## src/hw/accel_consts.svh

```systemverilog
// Purpose: Register offsets, field positions and reset values of the
//          acceleration status and motion event register block.
// Assumes: Byte-addressed registers reached by the serial interface logic.
// Notes:   Definitions only; included by bare name.
`ifndef ACCEL_CONSTS_SVH
`define ACCEL_CONSTS_SVH

// ----------------------------------------------------------------------------
// Register byte addresses
// ----------------------------------------------------------------------------
`define ACC_ADDR_ID 8'h0F
`define ACC_ADDR_CTRL1 8'h20
`define ACC_ADDR_FILT 8'h23
`define ACC_ADDR_STATUS 8'h27
`define ACC_ADDR_X 8'h29
`define ACC_ADDR_Y 8'h2B
`define ACC_ADDR_Z 8'h2D
`define ACC_ADDR_CFG1 8'h30
`define ACC_ADDR_SRC1 8'h31
`define ACC_ADDR_THS1 8'h32

// ----------------------------------------------------------------------------
// Field positions and reset values
// ----------------------------------------------------------------------------
`define ACC_CFG_COMBINE 7
`define ACC_CFG_LATCH 6
`define ACC_SRC_ACTIVE 6
`define ACC_ST_ALL_OVR 7
`define ACC_ST_ALL_AVL 3
`define ACC_CFG_RST 8'h00
`define ACC_THS_RST 7'h00
`define ACC_AXEN_RST 3'h7
`define ACC_SRC_RST 8'h00
`define ACC_UNMAPPED 8'h00
`define ACC_FILT_READ 8'h00

`endif

```

## src/hw/accel_pkg.sv

```systemverilog
// Purpose: Shared types of the acceleration register block.
// Assumes: Two's complement 8-bit axis samples.
// Notes:   Constants live in accel_consts.svh.
package accel_pkg;
  typedef logic [7:0] accel_byte_t;
  typedef logic signed [7:0] accel_sample_t;
  typedef logic [6:0] accel_thr_t;
  typedef logic [2:0] accel_axes_t;
endpackage

```

## src/hw/accel_sense_if.sv

```systemverilog
// Purpose: Carries samples, enables, read strobes and flags between the
//          register front end, the status tracker and the motion detector.
// Assumes: All signals on the one block clock.
// Notes:   Axis index 0 is X, 1 is Y, 2 is Z.
`timescale 1ns/1ps
`default_nettype none
interface accel_sense_if;
  import accel_pkg::*;
  logic new_set;
  accel_axes_t axis_en;
  accel_sample_t new_data [3];
  accel_sample_t sample [3];
  accel_axes_t axis_read;
  accel_axes_t avail;
  accel_axes_t ovr;
  logic all_avail;
  logic all_ovr;
  accel_byte_t cfg;
  accel_thr_t thr;
  logic src_read;
  accel_byte_t source;
  logic request;
  modport front (output new_set, axis_en, new_data, axis_read, cfg, thr, src_read,
    input sample, avail, ovr, all_avail, all_ovr, source, request);
  modport status (input new_set, axis_en, new_data, axis_read,
    output sample, avail, ovr, all_avail, all_ovr);
  modport det (input sample, cfg, thr, src_read, output source, request);
endinterface
`default_nettype wire

```

## src/hw/accel_axis_status.sv

```systemverilog
// Purpose: Holds the three axis samples and their available/overrun flags.
// Assumes: new_set is a one-cycle strobe carrying a full sample set.
// Notes:   A new sample in the cycle of a read wins, so no sample is lost.
`timescale 1ns/1ps
`default_nettype none
module accel_axis_status (
  // Clock and reset
  input wire logic clk,
  input wire logic rst,
  // Block-side carrier
  accel_sense_if.status sense
);
  import accel_pkg::*;

  accel_sample_t sample_ff [3];
  accel_sample_t nxt_sample [3];
  accel_axes_t avail_ff, nxt_avail, ovr_ff, nxt_ovr;
  logic all_avail_ff, nxt_all_avail, all_ovr_ff, nxt_all_ovr;
  logic all_read;

  // Next flag values; a new sample sets avail despite a same-cycle read, but that read clears ovr
  always_comb
  begin
    for (int i = 0; i < 3; i++)
    begin
      if (sense.new_set && sense.axis_en[i])
      begin
        nxt_sample[i] = sense.new_data[i];
        nxt_avail[i] = 1'b1;
        nxt_ovr[i] = (avail_ff[i] && !sense.axis_read[i]) || ovr_ff[i];
        if (sense.axis_read[i])
        begin
          nxt_ovr[i] = 1'b0;
        end
      end
      else
      begin
        nxt_sample[i] = sample_ff[i];
        nxt_avail[i] = avail_ff[i] && !sense.axis_read[i];
        nxt_ovr[i] = ovr_ff[i] && !sense.axis_read[i];
      end
    end
    // Nothing left unread on any enabled axis
    all_read = (nxt_avail & sense.axis_en) == 3'h0;
    nxt_all_avail = (sense.new_set && (sense.axis_en != 3'h0))
      || (all_avail_ff && !all_read);
    nxt_all_ovr = (sense.new_set && ((sense.axis_en & avail_ff & ~sense.axis_read) != 3'h0))
      || (all_ovr_ff && !all_read);
  end

  // Flag and sample registers
  always_ff @(posedge clk or posedge rst)
  begin
    if (rst)
    begin
      for (int i = 0; i < 3; i++)
      begin
        sample_ff[i] <= 8'sh00;
      end
      avail_ff <= 3'h0;
      ovr_ff <= 3'h0;
      all_avail_ff <= 1'b0;
      all_ovr_ff <= 1'b0;
    end
    else
    begin
      sample_ff <= nxt_sample;
      avail_ff <= nxt_avail;
      ovr_ff <= nxt_ovr;
      all_avail_ff <= nxt_all_avail;
      all_ovr_ff <= nxt_all_ovr;
    end
  end

  assign sense.sample = sample_ff;
  assign sense.avail = avail_ff;
  assign sense.ovr = ovr_ff;
  assign sense.all_avail = all_avail_ff;
  assign sense.all_ovr = all_ovr_ff;
endmodule
`default_nettype wire

```

## src/hw/accel_motion_det.sv

```systemverilog
// Purpose: First free-fall/wake-up detector: threshold compare, combine,
//          optional latching and the source register.
// Assumes: Compares the held axis samples every clock.
// Notes:   Magnitude of -128 is 128, which is always at or above threshold.
`timescale 1ns/1ps
`default_nettype none
`include "accel_consts.svh"
module accel_motion_det (
  // Clock and reset
  input wire logic clk,
  input wire logic rst,
  // Block-side carrier
  accel_sense_if.det sense
);
  import accel_pkg::*;

  accel_byte_t source_ff, nxt_source;
  logic [5:0] ev, en;
  logic active;
  logic [7:0] mag;

  // Unsigned magnitude of a signed sample
  function automatic logic [7:0] magnitude(input accel_sample_t s);
    magnitude = s[7] ? 8'(-s) : 8'(s);
  endfunction

  // Live events, combination and latch hold
  always_comb
  begin
    mag = 8'h00;
    en = sense.cfg[5:0];
    for (int i = 0; i < 3; i++)
    begin
      mag = magnitude(sense.sample[i]);
      ev[2*i+1] = mag >= {1'b0, sense.thr};
      ev[2*i] = mag < {1'b0, sense.thr};
    end
    ev = ev & en;
    if (sense.cfg[`ACC_CFG_COMBINE])
    begin
      active = (en != 6'h00) && ((ev | ~en) == 6'h3F);
    end
    else
    begin
      active = ev != 6'h00;
    end
    // A read releases the hold; a live event that same cycle reloads at once
    if (sense.cfg[`ACC_CFG_LATCH] && source_ff[`ACC_SRC_ACTIVE] && !sense.src_read)
    begin
      nxt_source = source_ff;
    end
    else
    begin
      nxt_source = {1'b0, active, ev};
    end
  end

  // Source register
  always_ff @(posedge clk or posedge rst)
  begin
    if (rst)
    begin
      source_ff <= `ACC_SRC_RST;
    end
    else
    begin
      source_ff <= nxt_source;
    end
  end

  assign sense.source = source_ff;
  assign sense.request = source_ff[`ACC_SRC_ACTIVE];
endmodule
`default_nettype wire

```

## src/hw/accel_regs.sv

```systemverilog
// Purpose: Register front end of the acceleration status and motion event
//          block: decode, configuration storage, readback, read effects.
// Assumes: reg_rd/reg_wr strobes come from the serial interface logic on
//          clk; meas_* come from the measurement chain on clk.
// Notes:   Read data appears one clock after the read strobe.
`timescale 1ns/1ps
`default_nettype none
`include "accel_consts.svh"
module accel_regs #(
  parameter logic [7:0] PART_ID = 8'hA5 // Arbitrary value
) (
  // Clock and reset
  input wire logic clk,
  input wire logic rst,
  // Register access from the serial interface logic
  input wire accel_pkg::accel_byte_t reg_addr,
  input wire logic reg_rd,
  input wire logic reg_wr,
  input wire accel_pkg::accel_byte_t reg_wdata,
  output accel_pkg::accel_byte_t reg_rdata_ff,
  output logic reg_rvalid_ff,
  // Measurement chain samples
  input wire logic meas_valid,
  input wire accel_pkg::accel_sample_t meas_x,
  input wire accel_pkg::accel_sample_t meas_y,
  input wire accel_pkg::accel_sample_t meas_z,
  // Outputs to the filter and interrupt routing
  output logic filter_recovery_ff,
  output logic event1_request_ff
);
  import accel_pkg::*;

  // --------------------------------------------------------------------------
  // Internal carrier and submodules
  // --------------------------------------------------------------------------
  accel_sense_if sense ();

  accel_axis_status u_status (
    .clk(clk),
    .rst(rst),
    .sense(sense.status)
  );

  accel_motion_det u_det (
    .clk(clk),
    .rst(rst),
    .sense(sense.det)
  );

  // --------------------------------------------------------------------------
  // State
  // --------------------------------------------------------------------------
  accel_axes_t axis_en_ff, nxt_axis_en;
  accel_byte_t cfg_ff, nxt_cfg;
  accel_thr_t thr_ff, nxt_thr;
  accel_byte_t nxt_rdata;
  logic nxt_rvalid;
  logic nxt_filter_recovery;
  logic nxt_event1_request;
  accel_axes_t axis_read;
  logic src_read;

  // Address match helper, used by both the read and the write decode
  function automatic logic hit(input accel_byte_t a, input accel_byte_t b);
    hit = a == b;
  endfunction

  // --------------------------------------------------------------------------
  // Read side effects
  // --------------------------------------------------------------------------
  // Clears act on the strobe edge; the readback below still shows the
  // pre-clear value, so software never loses a flag it has not seen
  always_comb
  begin
    axis_read[0] = reg_rd && hit(reg_addr, `ACC_ADDR_X);
    axis_read[1] = reg_rd && hit(reg_addr, `ACC_ADDR_Y);
    axis_read[2] = reg_rd && hit(reg_addr, `ACC_ADDR_Z);
    src_read = reg_rd && hit(reg_addr, `ACC_ADDR_SRC1);
    nxt_filter_recovery = reg_rd && hit(reg_addr, `ACC_ADDR_FILT);
  end

  // --------------------------------------------------------------------------
  // Carrier connections
  // --------------------------------------------------------------------------
  // One strobe brings all three axes; the status block drops disabled ones
  assign sense.new_set = meas_valid;
  assign sense.axis_en = axis_en_ff;
  assign sense.new_data[0] = meas_x;
  assign sense.new_data[1] = meas_y;
  assign sense.new_data[2] = meas_z;
  assign sense.axis_read = axis_read;
  assign sense.cfg = cfg_ff;
  assign sense.thr = thr_ff;
  assign sense.src_read = src_read;

  // --------------------------------------------------------------------------
  // Configuration writes
  // --------------------------------------------------------------------------
  // Writes to read-only or unmapped addresses are dropped silently
  always_comb
  begin
    nxt_axis_en = axis_en_ff;
    nxt_cfg = cfg_ff;
    nxt_thr = thr_ff;
    if (reg_wr)
    begin
      if (hit(reg_addr, `ACC_ADDR_CTRL1))
      begin
        nxt_axis_en = reg_wdata[2:0];
      end
      if (hit(reg_addr, `ACC_ADDR_CFG1))
      begin
        nxt_cfg = reg_wdata;
      end
      if (hit(reg_addr, `ACC_ADDR_THS1))
      begin
        nxt_thr = reg_wdata[6:0];
      end
    end
  end

  // Configuration registers
  always_ff @(posedge clk or posedge rst)
  begin
    if (rst)
    begin
      axis_en_ff <= `ACC_AXEN_RST;
      cfg_ff <= `ACC_CFG_RST;
      thr_ff <= `ACC_THS_RST;
    end
    else
    begin
      axis_en_ff <= nxt_axis_en;
      cfg_ff <= nxt_cfg;
      thr_ff <= nxt_thr;
    end
  end

  // --------------------------------------------------------------------------
  // Readback
  // --------------------------------------------------------------------------
  // Data is only decoded on a read so the bus sees zero between accesses
  always_comb
  begin
    nxt_rvalid = reg_rd;
    nxt_rdata = `ACC_UNMAPPED;
    if (reg_rd)
    begin
      case (reg_addr)
        `ACC_ADDR_ID:
        begin
          nxt_rdata = PART_ID;
        end
        `ACC_ADDR_CTRL1:
        begin
          nxt_rdata = {5'h00, axis_en_ff};
        end
        `ACC_ADDR_FILT:
        begin
          nxt_rdata = `ACC_FILT_READ;
        end
        `ACC_ADDR_STATUS:
        begin
          nxt_rdata = {sense.all_ovr, sense.ovr, sense.all_avail, sense.avail};
        end
        `ACC_ADDR_X:
        begin
          nxt_rdata = sense.sample[0];
        end
        `ACC_ADDR_Y:
        begin
          nxt_rdata = sense.sample[1];
        end
        `ACC_ADDR_Z:
        begin
          nxt_rdata = sense.sample[2];
        end
        `ACC_ADDR_CFG1:
        begin
          nxt_rdata = cfg_ff;
        end
        `ACC_ADDR_SRC1:
        begin
          nxt_rdata = sense.source;
        end
        `ACC_ADDR_THS1:
        begin
          nxt_rdata = {1'b0, thr_ff};
        end
        default:
        begin
          nxt_rdata = `ACC_UNMAPPED;
        end
      endcase
    end
  end

  // --------------------------------------------------------------------------
  // Output registers
  // --------------------------------------------------------------------------
  // The request is re-registered so every top output is a flop here; it
  // trails the source register by one clock, negligible at sample rates
  always_comb
  begin
    nxt_event1_request = sense.request;
  end

  always_ff @(posedge clk or posedge rst)
  begin
    if (rst)
    begin
      reg_rdata_ff <= `ACC_UNMAPPED;
      reg_rvalid_ff <= 1'b0;
      filter_recovery_ff <= 1'b0;
      event1_request_ff <= 1'b0;
    end
    else
    begin
      reg_rdata_ff <= nxt_rdata;
      reg_rvalid_ff <= nxt_rvalid;
      filter_recovery_ff <= nxt_filter_recovery;
      event1_request_ff <= nxt_event1_request;
    end
  end
endmodule
`default_nettype wire

```

## config.mk

```make
export PLATFORM = sky130hd
export DESIGN_NAME = accel_regs
export DESIGN_NICKNAME = d
export VERILOG_FILES = /design/src/hw/accel_pkg.sv /design/src/hw/accel_sense_if.sv /design/src/hw/accel_axis_status.sv /design/src/hw/accel_motion_det.sv /design/src/hw/accel_regs.sv
export VERILOG_INCLUDE_DIRS = /design/src /design/src/hw
export SDC_FILE = /design/constraint.sdc
export NUM_CORES = 1
export LEC_CHECK = 0
export BUFFER_PORTS_ARGS = -buffer_cell sky130_fd_sc_hd__buf_2
export CAP_MARGIN = 15
export CORE_MARGIN = 2
export CORE_UTILIZATION = 62
export DETAILED_ROUTE_END_ITERATION = 16
export PLACE_DENSITY = 0.93
export SLEW_MARGIN = 0
export SYNTH_ARGS = -nofsm -noshare
export SYNTH_HDL_FRONTEND = slang
export SYNTH_SLANG_ARGS = --single-unit
```

## constraint.sdc

```tcl
create_clock -name clk -period 4.95 [get_ports clk]
set_input_delay 0.99 -clock clk [delete_from_list [all_inputs] [get_ports clk]]
set_output_delay 0.99 -clock clk [all_outputs]
set_load 0.01 [all_outputs]
```

==> results of run 1 <==
[cells by family (layout without fill, tap and decap cells)]
family                     after synthesis  count (layout)  synth area share, %
adders and majority gates               24              24                7.362
xor gates and xnor gates                15              15                3.221
buffers and inverters                   26              88                2.515
muxes                                   48              48                13.10
DFF                                     68              68                41.81
and+or+nand+nor                        124             124                16.35
AOI/OAI and AO/OA                       94              94                15.64
[layout by cell type (no fill, tap or decap), types with 5 or more instances in the layout]
cell and count:
a22oi_1 12, buf_2 55, o21ai_0 19, ha_1 24, inv_1 15, nand3_1 12
o31ai_1 5, clkbuf_8 11, a31oi_1 13, nand2b_1 7, mux2_2 43, xnor2_1 15
nor2_1 17, nor2b_1 7, a21oi_1 19, dfrtp_1 65, nand2_1 51, mux2i_1 5
[final cells by class]
| type | instances | area, sq um | share of cell area, % |
|---|---|---|---|
| clock buffer | 12 | 155.1 | 3.360 |
| clock inverter | 4 | 47.55 | 1.030 |
| inverter | 16 | 60.06 | 1.300 |
| multi-input combinational | 305 | 2271 | 49.17 |
| sequential | 68 | 1705 | 36.93 |
| tap | 77 | 96.34 | 2.086 |
| timing repair buffer | 56 | 282.8 | 6.123 |
[power groups by stage]
stage | sequential, mW | combinational (mW) | clock (mW)
6_report | 0.789 | 0.745 | 0.477
5_1_grt | 0.799 | 0.826 | 0.507
4_1_cts | 0.782 | 0.733 | 0.479
3_5_place_dp | 0.792 | 0.727 | 0
3_3_place_gp | 0.785 | 0.665 | 0
2_1_floorplan | 0.728 | 0.567 | 0
[per-layer routing]
| metal | GRT usage, % | vias to the layer above |
|---|---|---|
| li1 | - | 1584 |
| met1 | 41.83 | 1711 |
| met2 | 50.78 | 243 |
| met3 | 7.782 | 56 |
| met4 | 12.99 | 0 |
| met5 | 0 | - |
[registers in the layout, indices dropped and copies added (netlist names)]
register                  flops
u_status.sense.sample        24
cfg_ff                        8
reg_rdata_ff                  8
sense.thr                     7
u_det.sense.source            7
axis_en_ff                    3
u_status.sense.avail          3
u_status.sense.ovr            3
event1_request_ff             1
filter_recovery_ff            1
reg_rvalid_ff                 1
u_status.sense.all_avail      1
u_status.sense.all_ovr        1
[path summary, 6_finish.rpt]
check / from / to / slack [ns]
setup / recovery: u_status.sense.sample[0] / u_det.sense.source[6] / 1.97
hold / removal: u_det.sense.source[6] / event1_request_ff / 0.44
setup reg to reg: u_status.sense.sample[0] / u_det.sense.source[6] / 1.97
hold reg to reg: u_det.sense.source[6] / event1_request_ff / 0.44
max in group asynchronous: rst / reg_rdata_ff[0] / 3.52
min in group asynchronous: rst / reg_rdata_ff[6] / 0.87
==> flow_summary.json, run 1 <==
{
  "cp_data_arrival_time_ns": 3.22,
  "dieArea_sq_um": 7244,
  "intPower_mw": 1.239,
  "power_frac_seq_pct": 39.2,
  "switching_share_pct": 38.38,
  "final_area_sq_um": 4618,
  "synth_area_sq_um": 4079,
  "drcViolationCount": 0,
  "ys_top_cells_by_area": "dfrtp_1, mux2_2, ha_1",
  "grt_pass1_vias": 3527,
  "num-nets-final": 525,
  "p_clk_share_pct": 23.7,
  "finalNonFillerCells": 538,
  "slew_violations": 0,
  "drive_gt1_share_pct": 28.85,
  "post-cts-setup-buffers": 0,
  "cts_tree": "yes",
  "finalHoldViolCount": 0,
  "wirelength_um": 10820,
  "drv_cap": 0,
  "critPathKind": "reg2reg",
  "crit_chain": "inv_1 -> ha_1 -> nand2_1 -> o21ai_0 -> ha_1 -> a2111oi_0 -> nor3_1 -> o21ai_0 -> and4b_1 -> a31oi_1 -> a311o_1",
  "highest_layer": "met4",
  "dp_cells": 522,
  "wl_met1_um": 4185,
  "finalClockSkew_ns": 0.006704,
  "critPathSlowestCell": "dfrtp_1",
  "portBuffers": 55,
  "synth_area_per_cell_sq_um": 10.22,
  "wl_met2_um": 5148,
  "vias_per_cell": 6.680,
  "synth_flop_cell": "dfrtp_1",
  "max_slew_margin_pct": 41.14,
  "yosysWarnings": 0,
  "path_max_fanout": 5,
  "cts.path.max_buffers": 2,
  "cp_top_family": "compound AO/OA/AOI/OAI gates",
  "synth_seq_cells": 68,
  "die_h_um": 85.11,
  "fin_util_pct": 72.73,
  "reg2regPathDepth": 11,
  "hp-class": "reg2reg",
  "antennaDiodeCount": 0,
  "final_antenna_net_count": 0,
  "path_depth": 11,
  "num_rows": 29,
  "vdd_drop_max_mv": 0.2888,
  "grt_antenna_before_repair": 0,
  "synth_common_cells": "dfrtp_1, nand2_1, mux2_2",
  "powerDensity_nw_per_um2": 435.4,
  "setup_viol_count_final": 0,
  "dp_slack_ns": 1.927,
  "core_region_area_sq_um": 6350,
  "clkSlewWorstSetupHoldPaths_ns": 0.07,
  "grt_use_total_pct": 31.85,
  "grt_setup_unrepaired": "no",
  "finalPower_mw": 2.011,
  "die_w_um": 85.11,
  "cts-resized-gates": 0,
  "yosysMostFrequentCell": "dfrtp_1",
  "synth_cell_types": 56,
  "p_switching_uw": 771.8,
  "cp-end-kind": "register",
  "p_leak_nw": 2.109,
  "cts_root_buffer": "clkbuf_8",
  "dr.pass1.iters": 6,
  "synth-edff-count": 0,
  "cp-start-kind": "register",
  "worst_slew_pin_slew_ns": 0.8787,
  "drt-initial-drc-count": 420,
  "cts_hold_buf": 0,
  "holdPathStages": 0,
  "cts-htree-levels": 3,
  "seq_area_frac_synth_pct": 41.81,
  "synth_cells": 399,
  "cp.required_ns": 5.19,
  "initial_core_util_pct": 64.24,
  "wire_per_inst_um": 20.12,
  "fmax_mhz": 335.1,
  "synth_top_area_share_pct": 39.88,
  "whs_ns": 0.4365,
  "period_minus_slack_ns": 2.984,
  "cts_made_buffers": 9,
  "fin_ws_ns": 1.966,
  "worstSkewPairLatency_ns": 0.35,
  "gr-total-overflow": 0,
  "fin_setup_tns_ns": 0,
  "slowest_delay_ns": 0.48,
  "vias": 3594,
  "synth-async-reset-ratio_pct": 100.0,
  "io_pins": 56,
  "grt_first_pass_wirelength_um": 17860,
  "placed_area_sq_um": 4415,
  "comb_power_share_pct": 37.0,
  "postSynthNetCount": 468,
  "n_fill_cell": 464,
  "status": "complete, no violations",
  "cp_num_buf_inv": 1,
  "dp.final_hpwl_um": 8238,
  "area_growth_pct": 13.22,
  "synth_largest_area_cell": "dfrtp_1",
  "period_share_pct": 60.28,
  "place_congestion": 0.9975,
  "grt_max_degree": 69,
  "wl_met3_um": 1074,
  "clock-sinks": 68
}
(Power assumes the default switching activity.)
==> run 2, diff against run 1 <==
--- a/config.mk
+++ b/config.mk
@@ -9,9 +9,9 @@
 export BUFFER_PORTS_ARGS = -buffer_cell sky130_fd_sc_hd__buf_2
 export CAP_MARGIN = 15
 export CORE_MARGIN = 2
-export CORE_UTILIZATION = 62
+export CORE_UTILIZATION = 58
 export DETAILED_ROUTE_END_ITERATION = 16
-export PLACE_DENSITY = 0.93
+export PLACE_DENSITY = 0.88
 export SLEW_MARGIN = 0
 export SYNTH_ARGS = -nofsm -noshare
 export SYNTH_HDL_FRONTEND = slang
==> constraint.sdc (replaced) <==
create_clock -name clk -period 3 [get_ports clk]
set_input_delay 0.6 -clock clk [delete_from_list [all_inputs] [get_ports clk]]
set_output_delay 0.6 -clock clk [all_outputs]
set_load 0.01 [all_outputs]
==> flow_summary.json, run 2 (synthesis results as in run 1) <==
{
  "drcViolationCount": 0,
  "final_area_sq_um": 4649,
  "cp-end-kind": "register",
  "fin_util_pct": 68.43,
  "io_pins": 56,
  "final_antenna_net_count": 0,
  "wl_met3_um": 932,
  "drv_cap": 0,
  "antennaDiodeCount": 0,
  "wl_met1_um": 4295,
  "vias": 3489,
  "final_common_cell": "dfrtp_1",
  "cp-start-kind": "register",
  "place_congestion": 0.9452,
  "vias_per_cell": 6.219,
  "finalNonFillerCells": 561,
  "cts_tree": "yes",
  "grt_use_total_pct": 27.99,
  "layout_common_cells": "dfrtp_1, buf_2, nand2_1",
  "fin_setup_tns_ns": 0,
  "dr.pass1.iters": 6,
  "cts-htree-levels": 3,
  "die_w_um": 87.86,
  "worst_slew_pin_slew_ns": 0.8904,
  "core_region_area_sq_um": 6794,
  "cp.required_ns": 3.23,
  "dieArea_sq_um": 7719,
  "fin_ws_ns": 0.1417,
  "grt_antenna_before_repair": 0,
  "cts-resized-gates": 0,
  "slew_violations": 0,
  "vdd_drop_max_mv": 0.4146,
  "max_slew_margin_pct": 40.36,
  "cp_data_arrival_time_ns": 3.09,
  "critPathKind": "reg2reg",
  "finalClockSkew_ns": 0.01138,
  "path_max_fanout": 5,
  "cts_root_buffer": "clkbuf_8",
  "cts_hold_buf": 0,
  "dp_slack_ns": 0.2583,
  "gr-total-overflow": 0,
  "wl_met2_um": 4670,
  "dp_cells": 545,
  "period_minus_slack_ns": 2.858,
  "grt_pass1_vias": 3301,
  "worstSkewPairLatency_ns": 0.35,
  "grt_setup_unrepaired": "no",
  "grt_first_pass_wirelength_um": 16240,
  "area_growth_pct": 13.99,
  "wire_per_inst_um": 18.38,
  "drive_gt1_share_pct": 29.68,
  "num-nets-final": 529,
  "drt-initial-drc-count": 488,
  "hp-class": "in2async",
  "finalHoldViolCount": 0,
  "period_share_pct": 95.28,
  "fmax_mhz": 349.9,
  "largest_register_ffs": 24,
  "status": "complete, no violations",
  "cts.path.max_buffers": 2,
  "setup_viol_count_final": 0,
  "clkSlewWorstSetupHoldPaths_ns": 0.08,
  "grt_max_degree": 38,
  "p_leak_nw": 2.118,
  "num_rows": 30,
  "portBuffers": 55,
  "die_h_um": 87.86,
  "powerDensity_nw_per_um2": 673.2,
  "dp.final_hpwl_um": 7896,
  "wirelength_um": 10310,
  "clock-sinks": 68,
  "placed_area_sq_um": 4482,
  "initial_core_util_pct": 60.04,
  "highest_layer": "met4",
  "post-cts-setup-buffers": 0,
  "cts_made_buffers": 9
}
==> run 2: cell count changes in the layout (fill, tap and decap cells not counted), sizes merged <==
| cell | delta |
|---|---|
| buf | +4 |
| clkbuf | -3 |
| clkinvlp | +1 |
| bufinv | -1 |
| clkinv | +3 |
==> run 2: report_power, final <==
group	switching (mW)	internal [mW]
clock network	0.365	0.295
registers	0.218	1.06
logic	0.633	0.557
total	1.22	1.91
==> run 2: final cells by class <==
| cell class | instances | area [sq um] |
|---|---|---|
| sequential | 68 | 1705 |
| inverter | 16 | 60.06 |
| tap | 96 | 120.1 |
| multi-input combinational | 305 | 2271 |
| clock buffer | 9 | 123.9 |
| fill | 532 | 2145 |
| timing repair buffer | 60 | 325.3 |
| clock inverter | 7 | 43.79 |
==> run 2: per-layer routing <==
layer | vias up | track usage [%]
li1 | 1595 | -
met1 | 1660 | 38.57
met2 | 196 | 43.18
met3 | 38 | 6.598
met4 | 0 | 10.49
met5 | - | 0
==> run 2: final timing paths <==
check / to / slack [ns] / start / depth (start not counted)
worst min-delay path: u_status.sense.sample[4] / 0.34 / rst / 2
worst max register to register: u_det.sense.source[6] / 0.14 / u_status.sense.sample[0] / 11
max in group asynchronous: axis_en_ff[2] / 1.97 / rst / 3
min in group clk: event1_request_ff / 0.41 / u_det.sense.source[6] / 0
worst max-delay path: u_det.sense.source[6] / 0.14 / u_status.sense.sample[0] / 11
worst min register to register: event1_request_ff / 0.41 / u_det.sense.source[6] / 0
==> run 2: metrics by stage <==
step	hold slack [ns]	power, mW
6_report	0.3407	3.130
5_1_grt	0.3972	3.346
2_1_floorplan	0.3735	2.136
3_3_place_gp	0.4049	2.378
4_1_cts	0.3561	3.115
3_5_place_dp	0.3941	2.459
==> run 2: critical path, stage by stage, from the launching register on <==
cell       delay (ns)
dfrtp_1          0.44
inv_1            0.09
ha_1             0.29
nand2_1          0.07
o21ai_0          0.09
ha_1             0.30
a2111oi_0        0.47
nor3_1           0.12
o21ai_0          0.22
and4b_1          0.23
a31oi_1          0.09
a311o_1          0.34
==> run 3, diff against run 2 <==
--- a/config.mk
+++ b/config.mk
@@ -6,6 +6,7 @@
 export SDC_FILE = /design/constraint.sdc
 export NUM_CORES = 1
 export LEC_CHECK = 0
+export ABC_AREA = 1
 export BUFFER_PORTS_ARGS = -buffer_cell sky130_fd_sc_hd__buf_2
 export CAP_MARGIN = 15
 export CORE_MARGIN = 2
==> flow_summary.json, run 3 <==
{
  "grt_antenna_before_repair": 0,
  "dieArea_sq_um": 7780,
  "cts-htree-levels": 3,
  "initial_core_util_pct": 60.20,
  "worstSkewPairLatency_ns": 0.37,
  "postSynthNetCount": 616,
  "cp_top_family": "compound AO/OA/AOI/OAI gates",
  "switching_share_pct": 41.35,
  "slowest_delay_ns": 0.40,
  "r2r-end": "u_det.sense.source[6]",
  "dr.pass1.iters": 5,
  "wire_per_inst_um": 15.25,
  "grt_use_total_pct": 30.98,
  "critPathSlowestCell": "o41ai_1",
  "crit_chain": "inv_1 -> ha_1 -> inv_1 -> o41ai_1 -> xor2_1 -> ha_1 -> nand2_1 -> nand2_1 -> a21oi_1 -> nand3_1 -> nor2_1 -> nor2_1 -> a21oi_2 -> nand2_1",
  "cp_data_arrival_time_ns": 2.79,
  "finalClockSkew_ns": 0.01314,
  "die_h_um": 88.21,
  "final_common_cell": "nand2_1",
  "worst_slew_pin_slew_ns": 0.7088,
  "cts_tree": "yes",
  "grt_pass1_vias": 3774,
  "regToRegSetupSlack_ns": 0.47,
  "gr-total-overflow": 0,
  "grt_max_degree": 36,
  "p_leak_nw": 2.450,
  "synth_cells": 547,
  "cp_num_buf_inv": 2,
  "synth_area_sq_um": 4113,
  "cts_made_buffers": 9,
  "period_minus_slack_ns": 2.531,
  "setup_viol_count_final": 0,
  "fmax_mhz": 395.1,
  "critPathKind": "reg2reg",
  "num-nets-final": 676,
  "grt_first_pass_wirelength_um": 18110,
  "dp.final_hpwl_um": 8299,
  "timing.rr.start": "u_status.sense.sample[8]",
  "intPower_mw": 1.999,
  "synth-edff-count": 0,
  "final_antenna_net_count": 0,
  "yosysMostFrequentCell": "nand2_1",
  "clock-sinks": 68,
  "io_pins": 56,
  "synth_cell_types": 33,
  "drv_cap": 0,
  "seq_area_frac_synth_pct": 41.47,
  "cp-start-kind": "register",
  "drive_gt1_share_pct": 16.67,
  "synth_area_per_cell_sq_um": 7.519,
  "fin_setup_tns_ns": 0,
  "p_clk_share_pct": 23.9,
  "die_w_um": 88.21,
  "powerDensity_nw_per_um2": 727.2,
  "vias": 3929,
  "vdd_drop_max_mv": 0.5641,
  "wirelength_um": 10790,
  "core_region_area_sq_um": 6832,
  "slew_violations": 0,
  "cp-end-kind": "register",
  "dp_cells": 692,
  "drt-initial-drc-count": 340,
  "synth_common_cells": "nand2_1, inv_1, dfrtp_1",
  "vias_per_cell": 5.549,
  "reg2regPathDepth": 14,
  "finalHoldViolCount": 0,
  "synth_flop_cell": "dfrtp_1",
  "p_switching_mw": 1.409,
  "ys_top_cells_by_area": "dfrtp_1, nand2_1, inv_1",
  "synth-async-reset-ratio_pct": 100.0,
  "comb_power_share_pct": 39.4,
  "synth_top_area_share_pct": 39.55,
  "drcViolationCount": 0,
  "antennaDiodeCount": 0,
  "synth_seq_cells": 68,
  "synth_largest_area_cell": "dfrtp_1",
  "place_congestion": 0.9974,
  "portBuffers": 55,
  "cts_root_buffer": "clkbuf_8",
  "layout_common_cells": "nand2_1, inv_1, dfrtp_1",
  "clkSlewWorstSetupHoldPaths_ns": 0.09,
  "cp.required_ns": 3.26,
  "finalNonFillerCells": 708,
  "cts.path.max_buffers": 2,
  "cts-resized-gates": 0,
  "period_share_pct": 84.36,
  "path_common_cell": "nand2_1",
  "grt_setup_unrepaired": "no",
  "max_slew_margin_pct": 52.68,
  "largest_register_ffs": 24,
  "hp-class": "in2async",
  "path_max_fanout": 5,
  "status": "complete, no violations",
  "num_rows": 30,
  "post-cts-setup-buffers": 0,
  "power_frac_seq_pct": 36.7,
  "area_growth_pct": 13.93,
  "cts_hold_buf": 0,
  "yosysWarnings": 0
}
[run 3: worst max path at each step]
stage	from	endpoint	slack (ns)	cells after the start
3_5_place_dp	u_status.sense.sample[8]	u_det.sense.source[6]	0.53	14
5_1_grt	u_status.sense.sample[9]	u_det.sense.source[6]	0.22	14
2_1_floorplan	rst	cfg_ff[0]	0.69	1
3_3_place_gp	u_status.sense.sample[17]	u_det.sense.source[6]	0.63	16
6_report	u_status.sense.sample[8]	u_det.sense.source[6]	0.47	14
4_1_cts	u_status.sense.sample[8]	u_det.sense.source[6]	0.51	14
[run 3: logic make-up after synthesis]
logic type	share of synthesized area (%)
xor+xnor	2.556
fa+ha+maj	7.302
compound gates	14.36
simple gates	25.19
buf+inv	9.127
flops	41.47
[run 3: routing by layer]
layer	wire, um	share of wire, %	global-route usage (%)	up-vias
met5	0	0	0	-
met4	319	3.0	11.85	0
met1	4486	42	40.92	1793
met3	1151	11	9.048	39
li1	-	-	-	1881
met2	4836	45	48.26	216
[run 3: worst reg2reg max path: stages (launching register included)]
cell     delay (ns)
dfrtp_1        0.37
inv_1          0.13
ha_1           0.18
inv_1          0.05
o41ai_1        0.40
xor2_1         0.21
ha_1           0.27
nand2_1        0.07
nand2_1        0.04
a21oi_1        0.21
nand3_1        0.16
nor2_1         0.11
nor2_1         0.06
a21oi_2        0.10
nand2_1        0.06
[run 3: cell type report]
class	count	area (sq um)
fillers	591	2146
multi-input cells	385	2032
flip-flops and latches	68	1705
inverters	87	326.6
repair buffers	56	295.3
clock buffers	9	123.9
well taps	96	120.1
clock inverters	7	82.58
[run 3: power by group through the flow]
stage	registers (mW)	clock network (mW)	logic (mW)
5_1_grt	1.27	0.868	1.56
6_report	1.25	0.813	1.34
4_1_cts	1.24	0.811	1.33
3_3_place_gp	1.25	0	1.23
2_1_floorplan	1.21	0	1.01
3_5_place_dp	1.26	0	1.31
[run 3: metrics by stage]
step	power (mW)	setup slack (ns)	hold slack (ns)	util, %	cell area, sq um
2_1_floorplan	2.221	0.6935	0.3927	-	4113
6_report	3.408	0.4691	0.3339	68.59	4686
4_1_cts	3.387	0.5114	0.3684	68.59	4686
5_1_grt	3.701	0.2244	0.4058	68.59	4686
3_5_place_dp	2.574	0.5292	0.4436	65.57	4479
3_3_place_gp	2.487	0.6326	0.4411	65.57	4479
